**config.mk**
```make
export PLATFORM = sky130hd
export DESIGN_NAME = io_proc_fetch_block_move
export DESIGN_NICKNAME = d
export VERILOG_FILES = /design/src/io_fetch_pkg.sv /design/src/io_proc_fetch_block_move.sv /design/src/sync2.sv /design/src/instr_decode.sv
export VERILOG_INCLUDE_DIRS = /design/src
export SDC_FILE = /design/constraint.sdc
export NUM_CORES = 1
export LEC_CHECK = 0
export ABC_AREA = 1
export BUFFER_PORTS_ARGS = -buffer_cell sky130_fd_sc_hd__clkbuf_2
export CAP_MARGIN = 20
export CORE_MARGIN = 1
export CORE_UTILIZATION = 42
export CTS_BUF_LIST = sky130_fd_sc_hd__clkbuf_4
export DETAILED_ROUTE_END_ITERATION = 12
export GPL_TIMING_DRIVEN = 0
export SLEW_MARGIN = 20
export SYNTH_ARGS = -nofsm -noshare
export SYNTH_HDL_FRONTEND = slang
export SYNTH_SLANG_ARGS = --single-unit
```
**constraint.sdc**
```tcl
create_clock -name mclk -period 5.4 [get_ports mclk]
set_clock_uncertainty 0.15 [all_clocks]
set_input_delay 0.27 -clock mclk [delete_from_list [all_inputs] [get_ports mclk]]
set_output_delay 0.27 -clock mclk [all_outputs]
set_load 0.05 [all_outputs]
```
**src/io_fetch_consts.svh**
```systemverilog
// Constant definitions for the instruction fetch and block move sequencer
`ifndef IO_FETCH_CONSTS_SVH
`define IO_FETCH_CONSTS_SVH
`define TYPE_HI 31
`define TYPE_LO 30
`define IND_BIT 29
`define TBL_BIT 28
`define DIR_BIT 24
`define OPC_HI 31
`define OPC_LO 24
`define CNT_HI 23
`define SUB_HI 29
`define SUB_LO 27
`define TYPE_MOVE 2'h0
`define TYPE_XFER 2'h2
`define TYPE_MEMMOVE 2'h3
`define SUB_INT 3'h3
`define ALIGN_HI 1
`define ALIGN_ZERO 2'h0
`define WORD_STEP 32'h4
`define LEN_SHORT 32'h8
`define LEN_LONG 32'hC
`define RAM_MASK 32'hFFFFF000
`define RAM_BASE 32'hFFFFF000
`define BURST_UNIT 8'h04
`define COUNT_ZERO 24'h000000
`endif

```
**src/io_fetch_pkg.sv**
```systemverilog
// Types shared by the fetch sequencer modules
package io_fetch_pkg;
	typedef enum logic [3:0] {
		ST_IDLE = 4'h0,
		ST_F1 = 4'h1,
		ST_F2 = 4'h2,
		ST_F3 = 4'h3,
		ST_FIND = 4'h4,
		ST_WAIT = 4'h5,
		ST_REQ = 4'h6,
		ST_BURST = 4'h7,
		ST_HALT = 4'h8
	} seq_state_t;
	typedef enum logic [1:0] {
		CAUSE_NONE = 2'h0,
		CAUSE_INT = 2'h1,
		CAUSE_ERR = 2'h2,
		CAUSE_ILLEGAL = 2'h3
	} irq_cause_t;
endpackage : io_fetch_pkg

```
**src/io_proc_fetch_block_move.sv**
```systemverilog
// Instruction fetch and block move sequencer of the I/O processor
`timescale 1ns/1ps
`default_nettype none
`include "io_fetch_consts.svh"
module io_proc_fetch_block_move
	import io_fetch_pkg::*;
(
	input wire logic mclk,
	input wire logic rst_n,
	input wire logic pp_wr,
	input wire logic [31:0] pp_wdata,
	input wire logic irq_serviced,
	input wire logic source_io_space_select,
	input wire logic dest_io_space_select,
	input wire logic [1:0] burst_size_sel,
	input wire logic fifo_ready,
	input wire logic fetch_ack,
	input wire logic fetch_err,
	input wire logic [31:0] fetch_data,
	input wire logic bus_gnt_n,
	input wire logic burst_done,
	input wire logic bus_err,
	output logic fetch_req,
	output logic [31:0] fetch_addr,
	output logic fetch_ram_sel,
	output logic bus_req_n,
	output logic burst_active,
	output logic [31:0] burst_addr,
	output logic [7:0] burst_len,
	output logic burst_to_mem,
	output logic burst_io_space,
	output logic host_irq,
	output logic halted,
	output logic [1:0] irq_cause,
	output logic [31:0] program_ptr,
	output logic [7:0] opcode_reg,
	output logic [23:0] transfer_count_reg,
	output logic [31:0] second_word_reg,
	output logic [31:0] next_data_address_reg,
	output logic [31:0] temp_shadow_reg
);
	seq_state_t state_ff, nxt_state;
	irq_cause_t cause_ff, nxt_cause;
	logic req_ff, nxt_req;
	logic [31:0] faddr_ff, nxt_faddr;
	logic ram_ff, nxt_ram;
	logic breq_n_ff, nxt_breq_n;
	logic bact_ff, nxt_bact;
	logic [31:0] baddr_ff, nxt_baddr;
	logic [7:0] blen_ff, nxt_blen;
	logic tomem_ff, nxt_tomem;
	logic bio_ff, nxt_bio;
	logic irq_ff, nxt_irq;
	logic halt_ff, nxt_halt;
	logic [31:0] pp_ff, nxt_pp;
	logic [7:0] opc_ff, nxt_opc;
	logic [23:0] cnt_ff, nxt_cnt;
	logic [31:0] sw_ff, nxt_sw;
	logic [31:0] nda_ff, nxt_nda;
	logic [31:0] tmp_ff, nxt_tmp;
	logic gnt_n_s;
	logic d_move, d_int, d_mem, d_ind, d_tbl, d_tomem, d_ill;
	logic [23:0] rest;

	function automatic logic [7:0] burst_bytes(input logic [1:0] sel, input logic [23:0] cnt);
		logic [7:0] full;
		full = `BURST_UNIT << sel;
		burst_bytes = (cnt < {16'h0000, full}) ? cnt[7:0] : full;
	endfunction : burst_bytes

	function automatic logic in_ram(input logic [31:0] a);
		in_ram = ((a & `RAM_MASK) == `RAM_BASE);
	endfunction : in_ram

	sync2 u_gnt_sync (
		.mclk(mclk),
		.rst_n(rst_n),
		.din(bus_gnt_n),
		.dout(gnt_n_s)
	);

	// The latched first word is decoded while the second word arrives
	instr_decode u_dec (
		.word({opc_ff, cnt_ff}),
		.is_move(d_move),
		.is_int(d_int),
		.is_memmove(d_mem),
		.indirect(d_ind),
		.table_ind(d_tbl),
		.to_mem(d_tomem),
		.illegal(d_ill)
	);

	assign rest = cnt_ff - {16'h0000, blen_ff};

	always_comb begin
		nxt_state = state_ff;
		nxt_cause = cause_ff;
		nxt_req = req_ff;
		nxt_faddr = faddr_ff;
		nxt_ram = ram_ff;
		nxt_breq_n = breq_n_ff;
		nxt_bact = bact_ff;
		nxt_baddr = baddr_ff;
		nxt_blen = blen_ff;
		nxt_tomem = tomem_ff;
		nxt_bio = bio_ff;
		nxt_irq = irq_ff;
		nxt_pp = pp_ff;
		nxt_opc = opc_ff;
		nxt_cnt = cnt_ff;
		nxt_sw = sw_ff;
		nxt_nda = nda_ff;
		nxt_tmp = tmp_ff;
		case (state_ff)
			ST_IDLE, ST_HALT: begin
				if (irq_serviced) begin
					nxt_irq = 1'h0;
				end
				// A pointer write while the interrupt is still pending is ignored
				if (pp_wr && !irq_ff) begin
					nxt_cause = CAUSE_NONE;
					if (pp_wdata[`ALIGN_HI:0] != `ALIGN_ZERO) begin
						nxt_irq = 1'h1;
						nxt_cause = CAUSE_ILLEGAL;
						nxt_state = ST_HALT;
					end else begin
						nxt_pp = pp_wdata;
						nxt_faddr = pp_wdata;
						nxt_ram = in_ram(pp_wdata);
						nxt_req = 1'h1;
						nxt_state = ST_F1;
					end
				end
			end
			ST_F1: begin
				if (fetch_err) begin
					nxt_req = 1'h0;
					nxt_irq = 1'h1;
					nxt_cause = CAUSE_ERR;
					nxt_state = ST_HALT;
				end else if (fetch_ack) begin
					nxt_opc = fetch_data[`OPC_HI:`OPC_LO];
					nxt_cnt = fetch_data[`CNT_HI:0];
					nxt_faddr = faddr_ff + `WORD_STEP;
					nxt_state = ST_F2;
				end
			end
			ST_F2: begin
				if (fetch_err) begin
					nxt_req = 1'h0;
					nxt_irq = 1'h1;
					nxt_cause = CAUSE_ERR;
					nxt_state = ST_HALT;
				end else if (fetch_ack) begin
					nxt_sw = fetch_data;
					nxt_pp = pp_ff + (d_mem ? `LEN_LONG : `LEN_SHORT);
					nxt_tomem = d_tomem;
					nxt_bio = d_tomem ? dest_io_space_select : source_io_space_select;
					if (d_mem) begin
						nxt_faddr = faddr_ff + `WORD_STEP;
						nxt_state = ST_F3;
					end else if (d_int || d_ill) begin
						nxt_req = 1'h0;
						nxt_irq = 1'h1;
						nxt_cause = d_int ? CAUSE_INT : CAUSE_ILLEGAL;
						nxt_state = ST_HALT;
					end else if (d_ind) begin
						nxt_faddr = fetch_data;
						nxt_ram = in_ram(fetch_data);
						nxt_state = ST_FIND;
					end else begin
						nxt_nda = fetch_data;
						nxt_req = 1'h0;
						nxt_state = ST_WAIT;
					end
				end
			end
			ST_F3: begin
				nxt_req = !(fetch_ack || fetch_err);
				if (fetch_ack || fetch_err) begin
					nxt_tmp = fetch_data;
					// Memory-to-memory copies are not carried out by this sequencer
					nxt_irq = 1'h1;
					nxt_cause = fetch_err ? CAUSE_ERR : CAUSE_ILLEGAL;
					nxt_state = ST_HALT;
				end
			end
			ST_FIND: begin
				nxt_req = !(fetch_ack || fetch_err);
				if (fetch_err) begin
					nxt_irq = 1'h1;
					nxt_cause = CAUSE_ERR;
					nxt_state = ST_HALT;
				end else if (fetch_ack) begin
					nxt_nda = fetch_data;
					nxt_state = ST_WAIT;
				end
			end
			ST_WAIT: begin
				if (cnt_ff == `COUNT_ZERO) begin
					nxt_faddr = pp_ff;
					nxt_ram = in_ram(pp_ff);
					nxt_req = 1'h1;
					nxt_state = ST_F1;
				end else if (fifo_ready) begin
					nxt_breq_n = 1'h0;
					nxt_state = ST_REQ;
				end
			end
			ST_REQ: begin
				if (!gnt_n_s) begin
					nxt_bact = 1'h1;
					nxt_baddr = nda_ff;
					nxt_blen = burst_bytes(burst_size_sel, cnt_ff);
					nxt_state = ST_BURST;
				end
			end
			ST_BURST: begin
				if (burst_done) begin
					nxt_bact = 1'h0;
					nxt_breq_n = 1'h1;
					nxt_cnt = rest;
					nxt_nda = nda_ff + {24'h000000, blen_ff};
					if (bus_err) begin
						nxt_irq = 1'h1;
						nxt_cause = CAUSE_ERR;
						nxt_state = ST_HALT;
					end else begin
						// Zero count is picked up in the wait state to refetch
						nxt_state = ST_WAIT;
					end
				end
			end
			default: begin
				nxt_state = ST_IDLE;
			end
		endcase
		// Registered so the halt output comes straight from a flop
		nxt_halt = (nxt_state == ST_HALT);
	end

	always_ff @(posedge mclk) begin
		if (!rst_n) begin
			state_ff <= ST_IDLE;
			cause_ff <= CAUSE_NONE;
			req_ff <= 1'h0;
			faddr_ff <= 32'h00000000;
			ram_ff <= 1'h0;
			breq_n_ff <= 1'h1;
			bact_ff <= 1'h0;
			baddr_ff <= 32'h00000000;
			blen_ff <= 8'h00;
			tomem_ff <= 1'h0;
			bio_ff <= 1'h0;
			irq_ff <= 1'h0;
			halt_ff <= 1'h0;
			pp_ff <= 32'h00000000;
			opc_ff <= 8'h00;
			cnt_ff <= 24'h000000;
			sw_ff <= 32'h00000000;
			nda_ff <= 32'h00000000;
			tmp_ff <= 32'h00000000;
		end else begin
			state_ff <= nxt_state;
			cause_ff <= nxt_cause;
			req_ff <= nxt_req;
			faddr_ff <= nxt_faddr;
			ram_ff <= nxt_ram;
			breq_n_ff <= nxt_breq_n;
			bact_ff <= nxt_bact;
			baddr_ff <= nxt_baddr;
			blen_ff <= nxt_blen;
			tomem_ff <= nxt_tomem;
			bio_ff <= nxt_bio;
			irq_ff <= nxt_irq;
			halt_ff <= nxt_halt;
			pp_ff <= nxt_pp;
			opc_ff <= nxt_opc;
			cnt_ff <= nxt_cnt;
			sw_ff <= nxt_sw;
			nda_ff <= nxt_nda;
			tmp_ff <= nxt_tmp;
		end
	end

	assign fetch_req = req_ff;
	assign fetch_addr = faddr_ff;
	assign fetch_ram_sel = ram_ff;
	assign bus_req_n = breq_n_ff;
	assign burst_active = bact_ff;
	assign burst_addr = baddr_ff;
	assign burst_len = blen_ff;
	assign burst_to_mem = tomem_ff;
	assign burst_io_space = bio_ff;
	assign host_irq = irq_ff;
	assign halted = halt_ff;
	assign irq_cause = cause_ff;
	assign program_ptr = pp_ff;
	assign opcode_reg = opc_ff;
	assign transfer_count_reg = cnt_ff;
	assign second_word_reg = sw_ff;
	assign next_data_address_reg = nda_ff;
	assign temp_shadow_reg = tmp_ff;
endmodule : io_proc_fetch_block_move
`default_nettype wire

```
**src/sync2.sv**
```systemverilog
// Two flip-flop synchroniser for a level from a pin
`timescale 1ns/1ps
`default_nettype none
module sync2 (
	input wire logic mclk,
	input wire logic rst_n,
	input wire logic din,
	output logic dout
);
	logic meta_ff;
	logic hold_ff;
	logic nxt_meta;
	logic nxt_hold;
	always_comb begin
		nxt_meta = din;
		nxt_hold = meta_ff;
	end
	always_ff @(posedge mclk) begin
		if (!rst_n) begin
			meta_ff <= 1'h1;
			hold_ff <= 1'h1;
		end else begin
			meta_ff <= nxt_meta;
			hold_ff <= nxt_hold;
		end
	end
	assign dout = hold_ff;
endmodule : sync2
`default_nettype wire

```
**src/instr_decode.sv**
```systemverilog
// Decoder for the first instruction word
`timescale 1ns/1ps
`default_nettype none
`include "io_fetch_consts.svh"
module instr_decode (
	input wire logic [31:0] word,
	output logic is_move,
	output logic is_int,
	output logic is_memmove,
	output logic indirect,
	output logic table_ind,
	output logic to_mem,
	output logic illegal
);
	always_comb begin
		is_move = (word[`TYPE_HI:`TYPE_LO] == `TYPE_MOVE);
		is_int = (word[`TYPE_HI:`TYPE_LO] == `TYPE_XFER) && (word[`SUB_HI:`SUB_LO] == `SUB_INT);
		is_memmove = (word[`TYPE_HI:`TYPE_LO] == `TYPE_MEMMOVE);
		indirect = word[`IND_BIT];
		table_ind = word[`TBL_BIT];
		// Data in phase moves bytes off the link into memory
		to_mem = word[`DIR_BIT];
		// Table-relative addressing is not handled here, so it halts like any unknown
		illegal = !(is_int || is_memmove || (is_move && !table_ind));
	end
endmodule : instr_decode
`default_nettype wire

```
== Word level (Yosys, flattened, before mapping) ==
Cells that the tools add are included.

* $add $sub $neg: 4
* Equality and inequality tests: 42
* Shift operators: 1
* Muxes and demuxes: 99
* Bitwise logic cells: 2
* Reductions and logical operators: 41
* Order comparisons: 1

{| class="wikitable"
|+ Operators with widths
! operator !! number
|-
| $mux 32 || 20
|-
| $pmux 32 s4 || 1
|-
| $pmux 32 s3 || 1
|-
| $mux 24 || 3
|-
| $mux 4 || 16
|-
| $pmux 32 s2 || 1
|-
| $eq 20x20->1 const B || 3
|-
| $pmux 24 s2 || 1
|-
| $ne 2x2->1 const B || 20
|-
| $mux 1 || 36
|-
| $add 32x3->32 const B || 1
|-
| $add 32x4->32 || 1
|-
| $add 32x8->32 || 1
|-
| $pmux 4 s8 || 1
|-
| $reduce_and 9->1 || 3
|-
| $logic_not 24->1 || 1
|-
| $lt 24x8->1 || 1
|-
| $sub 24x8->24 || 1
|-
| $mux 2 || 11
|-
| $eq 4x3->1 const B || 4
|-
| $reduce_and 8->1 || 2
|-
| $ne 3x3->1 const B || 5
|-
| $pmux 1 s5 || 2
|-
| $pmux 2 s5 || 1
|-
| 28 further kinds || 53
|}

* Register bits after elaboration: 248
* Word-level logic and storage cells: 211
* Input port bits: 78
* Output and inout bits: 242

== Logic depth before layout (Yosys ltp) ==
* Depth after elaboration: 12
* Depth in mapped cells: 15
* Mapped depth without buffers: 15

== Hierarchy ==
A second synthesis with hierarchy kept.

* Cell total of the unflattened synthesis: 2386
* Area, all modules: 14886.8 um^2

{| class="wikitable"
|+ By module, submodules not included
! module !! sequential area each (um^2) !! cells each !! area an instance (um^2) !! instances
|-
| io_proc_fetch_block_move || 4924.7 || 2365 || 14755.4 || 1
|-
| instr_decode || 0.0 || 15 || 76.3 || 1
|-
| sync2 || 40.0 || 6 || 55.1 || 1
|}

== Worst setup path before layout ==
No wires, ideal clock.

* Path type: flip-flop to flip-flop
* From: register opc_ff[7] (netlist: opcode_reg[7])
* To: register pp_ff[20] (netlist: program_ptr[20])
* Path buffers: 0
* Setup slack: 2.699 ns
* Data arrival time: 2.434 ns
* Stages on the path, launching flop included: 16
* Data required time: 5.133 ns
* Setup time: 0.117 ns
* Clock period less this slack: 2.701 ns
* Cells stage by stage: dfxtp_1 -> nand2_1 -> clkinv_1 -> ha_1 -> inv_1 -> ha_1 -> inv_1 -> nand3_1 -> nor3_1 -> nand2_1 -> nor2_1 -> nand3_1 -> nand2_1 -> nand3_1 -> nand2_1 -> nor2_1

* Longest elaborated chain between the ends: 6

{| class="wikitable"
|+ RTL lines
! item !! RTL line !! text
|-
| start: declaration || io_proc_fetch_block_move.sv:56 || <nowiki>logic [7:0] opc_ff, nxt_opc;</nowiki>
|-
| start signal: assignment || io_proc_fetch_block_move.sv:279 || <nowiki>opc_ff <= nxt_opc;</nowiki>
|-
| $eq 2x2->1 (no line) || n/a ||
|-
| $mux 3 (no line) || n/a ||
|-
| $add 32x4->32 || io_proc_fetch_block_move.sv:157 || <nowiki>nxt_pp = pp_ff + (d_mem ? `LEN_LONG : `LEN_SHORT);</nowiki>
|-
| $mux 32 || io_proc_fetch_block_move.sv:155 || <nowiki>end else if (fetch_ack) begin</nowiki>
|-
| $mux 32 || io_proc_fetch_block_move.sv:150 || <nowiki>if (fetch_err) begin</nowiki>
|-
| $pmux 32 s2 || io_proc_fetch_block_move.sv:115 || <nowiki>case (state_ff)</nowiki>
|-
| end signal: assignment || io_proc_fetch_block_move.sv:278 || <nowiki>pp_ff <= nxt_pp;</nowiki>
|-
| end: declaration || io_proc_fetch_block_move.sv:55 || <nowiki>logic [31:0] pp_ff, nxt_pp;</nowiki>
|}

Every way passes these cells. The select of a mux whose other input is x is not followed.
A chain may end at the register's enable or synchronous reset.

== Worst setup path in the final report ==
Same ends and word-level chain as after synthesis.

==> impl_results.md <==
- Layout fillers: 3694
- Normalized max-slew margin: 38.6%
- Total die area: 36700 µm²
- WL/cell: 21.8 µm
- Number of DRC markers in iteration 0: 1764
- R2R Setup Slk: 2.26 ns
- Commonest non-fill, non-tap cell in the layout: nand2_1
- Status: finished, final reports clean
- GRT Total Usage: 39.5%
- Clock transition at the registers of the reported paths: 0.06 ns
- Synth area leader: dfxtp_1
- Synth Instances: 2437
- Synth-to-layout area growth: 25.8%
- Unrepaired setup endpoints after global routing: false
- Synth area leaders: dfxtp_1 33%, nand2_1 14%, nand3_1 7.7%
- Die H: 192 µm
- Final instance area: 19000 µm²
- CP Launch Point: opcode_reg[7]
- Post-synth EDFFs: 0
- Synth unique cells: 48
- CTS root buffer: clkbuf_4
- Comb pwr share: 25.8%
- Worst Hold Class: in -> reg
- CP Depth: 15
- FF-to-FF Start: opcode_reg[7]
- Routed vias/inst: 5.63
- Worst path top cell family by delay: simple AND/OR/NAND/NOR gates
- Initial Util: 42.5%
- Critical Path Most Common Cell: nand2_1
- Layout cells sized above 1: 17.7%
- CP Class: reg -> reg
- Share of the synthesized area in the top cell type: 32.9%
- Initial antenna violation count: 2
- Synthesized area: 15100 µm²
- CP startpoint kind: register
- Internal Power: 3.28 mW
- Required time of the critical path: 5.92 ns
- CTS tree: built
- Switching Share: 39.3%
- CTS max path bufs: 3
- Final period utilization: 58.1%
- Post-Syn Nets: 2540
- Most frequent cells in the layout: 553 x nand2_1, 318 x clkbuf_2, 303 x nor2_1
- Maximum fanout along the worst path: 9
- Sequential fraction of design power: 39.0%
- Pleak: 8.70 nW
- Antenna viol nets, final: 0
- PwrDens: 284 nW/µm²
- Synth Area in XOR/XNOR: 1.22%
- Register bit total from synthesis: 248
- Adder-cell share of the synthesized area: 2.17%
- Post-DP HPWL: 56800 µm
- Largest net degree at the start of global routing: 11
- Sw power: 2.12 mW
- GRT Residual Overflow: 0
- Max Cap Violations: 0
- Minimum clock period: 3.14 ns
- DRC viols: 0
- CP max stage cell: nor3_1
- Max Slew Vio Count: 0
- Layout net count: 3014
- Synth Area in Compound Gates: 18.5%
- Number of CTS-inserted buffers: 74
- Critical Path Sink Type: register
- Hold WS: 0.120 ns
- Port buffer count: 318
- Final Setup Violations: 0
- Pre-Repair DR Iteration Count: 7
- R2r worst-path depth: 15
- CORE AREA: 35500 µm²
- Setup TNS: 0 ns
- Syn_area_per_cell: 6.19 µm²
- Fmax: 319 MHz
- Critical-path cell list: nand2_1 > clkinv_1 > ha_1 > inv_1 > ha_1 > inv_1 > nand3_1 > nor3_1 > nand2_1 > nor2_1 > nand3_1 > nand2_1 > nand3_1 > nand2_1 > nor2_1
- Ports: 320
- CP endpoint: program_ptr[20]
- Final WL: 74500 µm
- Hold Vio Cnt, Final: 0
- Worst skew pair latency: 0.79 ns
- RD Place Congestion: 0.997
- Ys flop type: dfxtp_1
- Combinational family with the most area after synthesis: simple AND/OR/NAND/NOR gates
- First-pass GRT wire length: 107000 µm
- H-tree depth: 3
- Fraction of registers with async set/reset: 0%
- Sequential fraction of the synthesis area: 32.9%
- Chip width: 192 µm
- Yosys warning count: 0
- Crit path largest cell delay: 0.55 ns
- FP Rows: 69
- Area share of and/or/nand/nor cells after synthesis: 34.9%
- Mux share of post-synthesis cell area: 0%
- Arrival time worst endpoint: 3.66 ns
- CP Buf/Inv Count: 3
- WHS Path Cells: 3
- DP Area: 17300 µm²
- Clock power share: 35.2%
- Total vias in the final route: 19300
- Actual slew at the worst max-slew pin: 0.921 ns
- End of the worst register-to-register path: program_ptr[20]
- Clock sink total: 248
- VDD IR-drop max: 0.000239 V
- Vias in the first global route: 17500
[synthesized netlist by cell type (2+ instances only)]
cell,number
buf_4,10
a31oi_1,9
o31ai_1,2
xor2_1,15
and2_1,2
xnor2_1,6
o21ai_0,222
nor3_2,2
buf_6,4
a21oi_1,223
buf_2,32
buf_1,3
o221ai_1,2
clkbuf_1,60
inv_2,13
nand2_1,553
dfxtp_1,248
nand2_2,5
inv_1,261
nor2_2,4
nand3_1,233
fa_1,2
a221oi_1,3
nor3_1,40
clkinv_1,3
nand4_1,33
nor2_1,303
a211oi_1,5
o21ai_1,34
ha_1,23
or2_2,16
nor2_4,6
o211ai_1,18
o22ai_1,6
nand3b_1,23
[power by group through the flow]
| stage | clock network (mW) | logic [mW] | registers, mW |
|---|---|---|---|
| 2_1_floorplan | 0 | 0.584 | 2.40 |
| 3_3_place_gp | 0 | 1.30 | 2.14 |
| 3_5_place_dp | 0 | 1.31 | 2.14 |
| 4_1_cts | 1.92 | 1.36 | 2.10 |
| 5_1_grt | 2.01 | 1.48 | 2.11 |
| 6_report | 1.90 | 1.39 | 2.11 |
[cell families (layout without fill, tap and decap cells)]
family,after synthesis,in the layout
and+or+nand+nor,1226,1226
xor gates and xnor gates,21,21
adders and majority gates,25,25
other,0,1
buffers and inverters,386,910
DFF,248,248
AOI/OAI and AO/OA,531,531
[worst min-delay path by stage]
stage                                     end  slack (ns)               start
final                      u_gnt_sync.meta_ff        0.12           bus_gnt_n
after global routing       u_gnt_sync.meta_ff        0.09           bus_gnt_n
after CTS                 temp_shadow_reg[11]        0.06               rst_n
after detailed placement      u_gnt_sync.dout        0.26  u_gnt_sync.meta_ff
after global placement        u_gnt_sync.dout        0.25  u_gnt_sync.meta_ff
after floorplan                  burst_active        0.21          burst_done
[cell type report]
type | instances | area, µm² | share of cell area (%)
Tap cell | 461 | 577 | 3.04
Antenna cell | 1 | 2.50 | 0.0132
Sequential cell | 248 | 4960 | 26.2
Multi-Input combinational cell | 1803 | 8570 | 45.1
Inverter | 277 | 1040 | 5.48
Buffer | 109 | 517 | 2.72
Clock inverter | 22 | 140 | 0.738
Timing Repair Buffer | 398 | 2390 | 12.6
Clock buffer | 104 | 781 | 4.11
[metrics by stage]
stage                     setup WS (ns)  utilization, %  power, mW  cells
after CTS                          2.34            53.5       5.38   3422
after floorplan                    2.70               -       2.98   2437
after global routing               2.01            53.5       5.60   3423
after detailed placement           2.32            48.6       3.45   3216
final                              2.26            53.5       5.40   3423
after global placement             2.32            48.6       3.44   3216
[tightest hold or removal path, stage by stage]
cell and delay (ns):
dlygate4sd3_1 0.53, clkbuf_2 0.13, or2_2 0.10
[timing repair]
item	4_1_cts	5_1_grt
hold buffers	80	0
setup buffers	0	0
hold endpoints to repair	183	0
resized for setup	0	0
[per-layer routing]
metal  GRT usage, %  wire length, µm
met1           47.8            29500
met2           63.9            33800
met3           7.91             6160
met4           24.9             5040
met5              0               11
(Power assumes the default switching activity.)
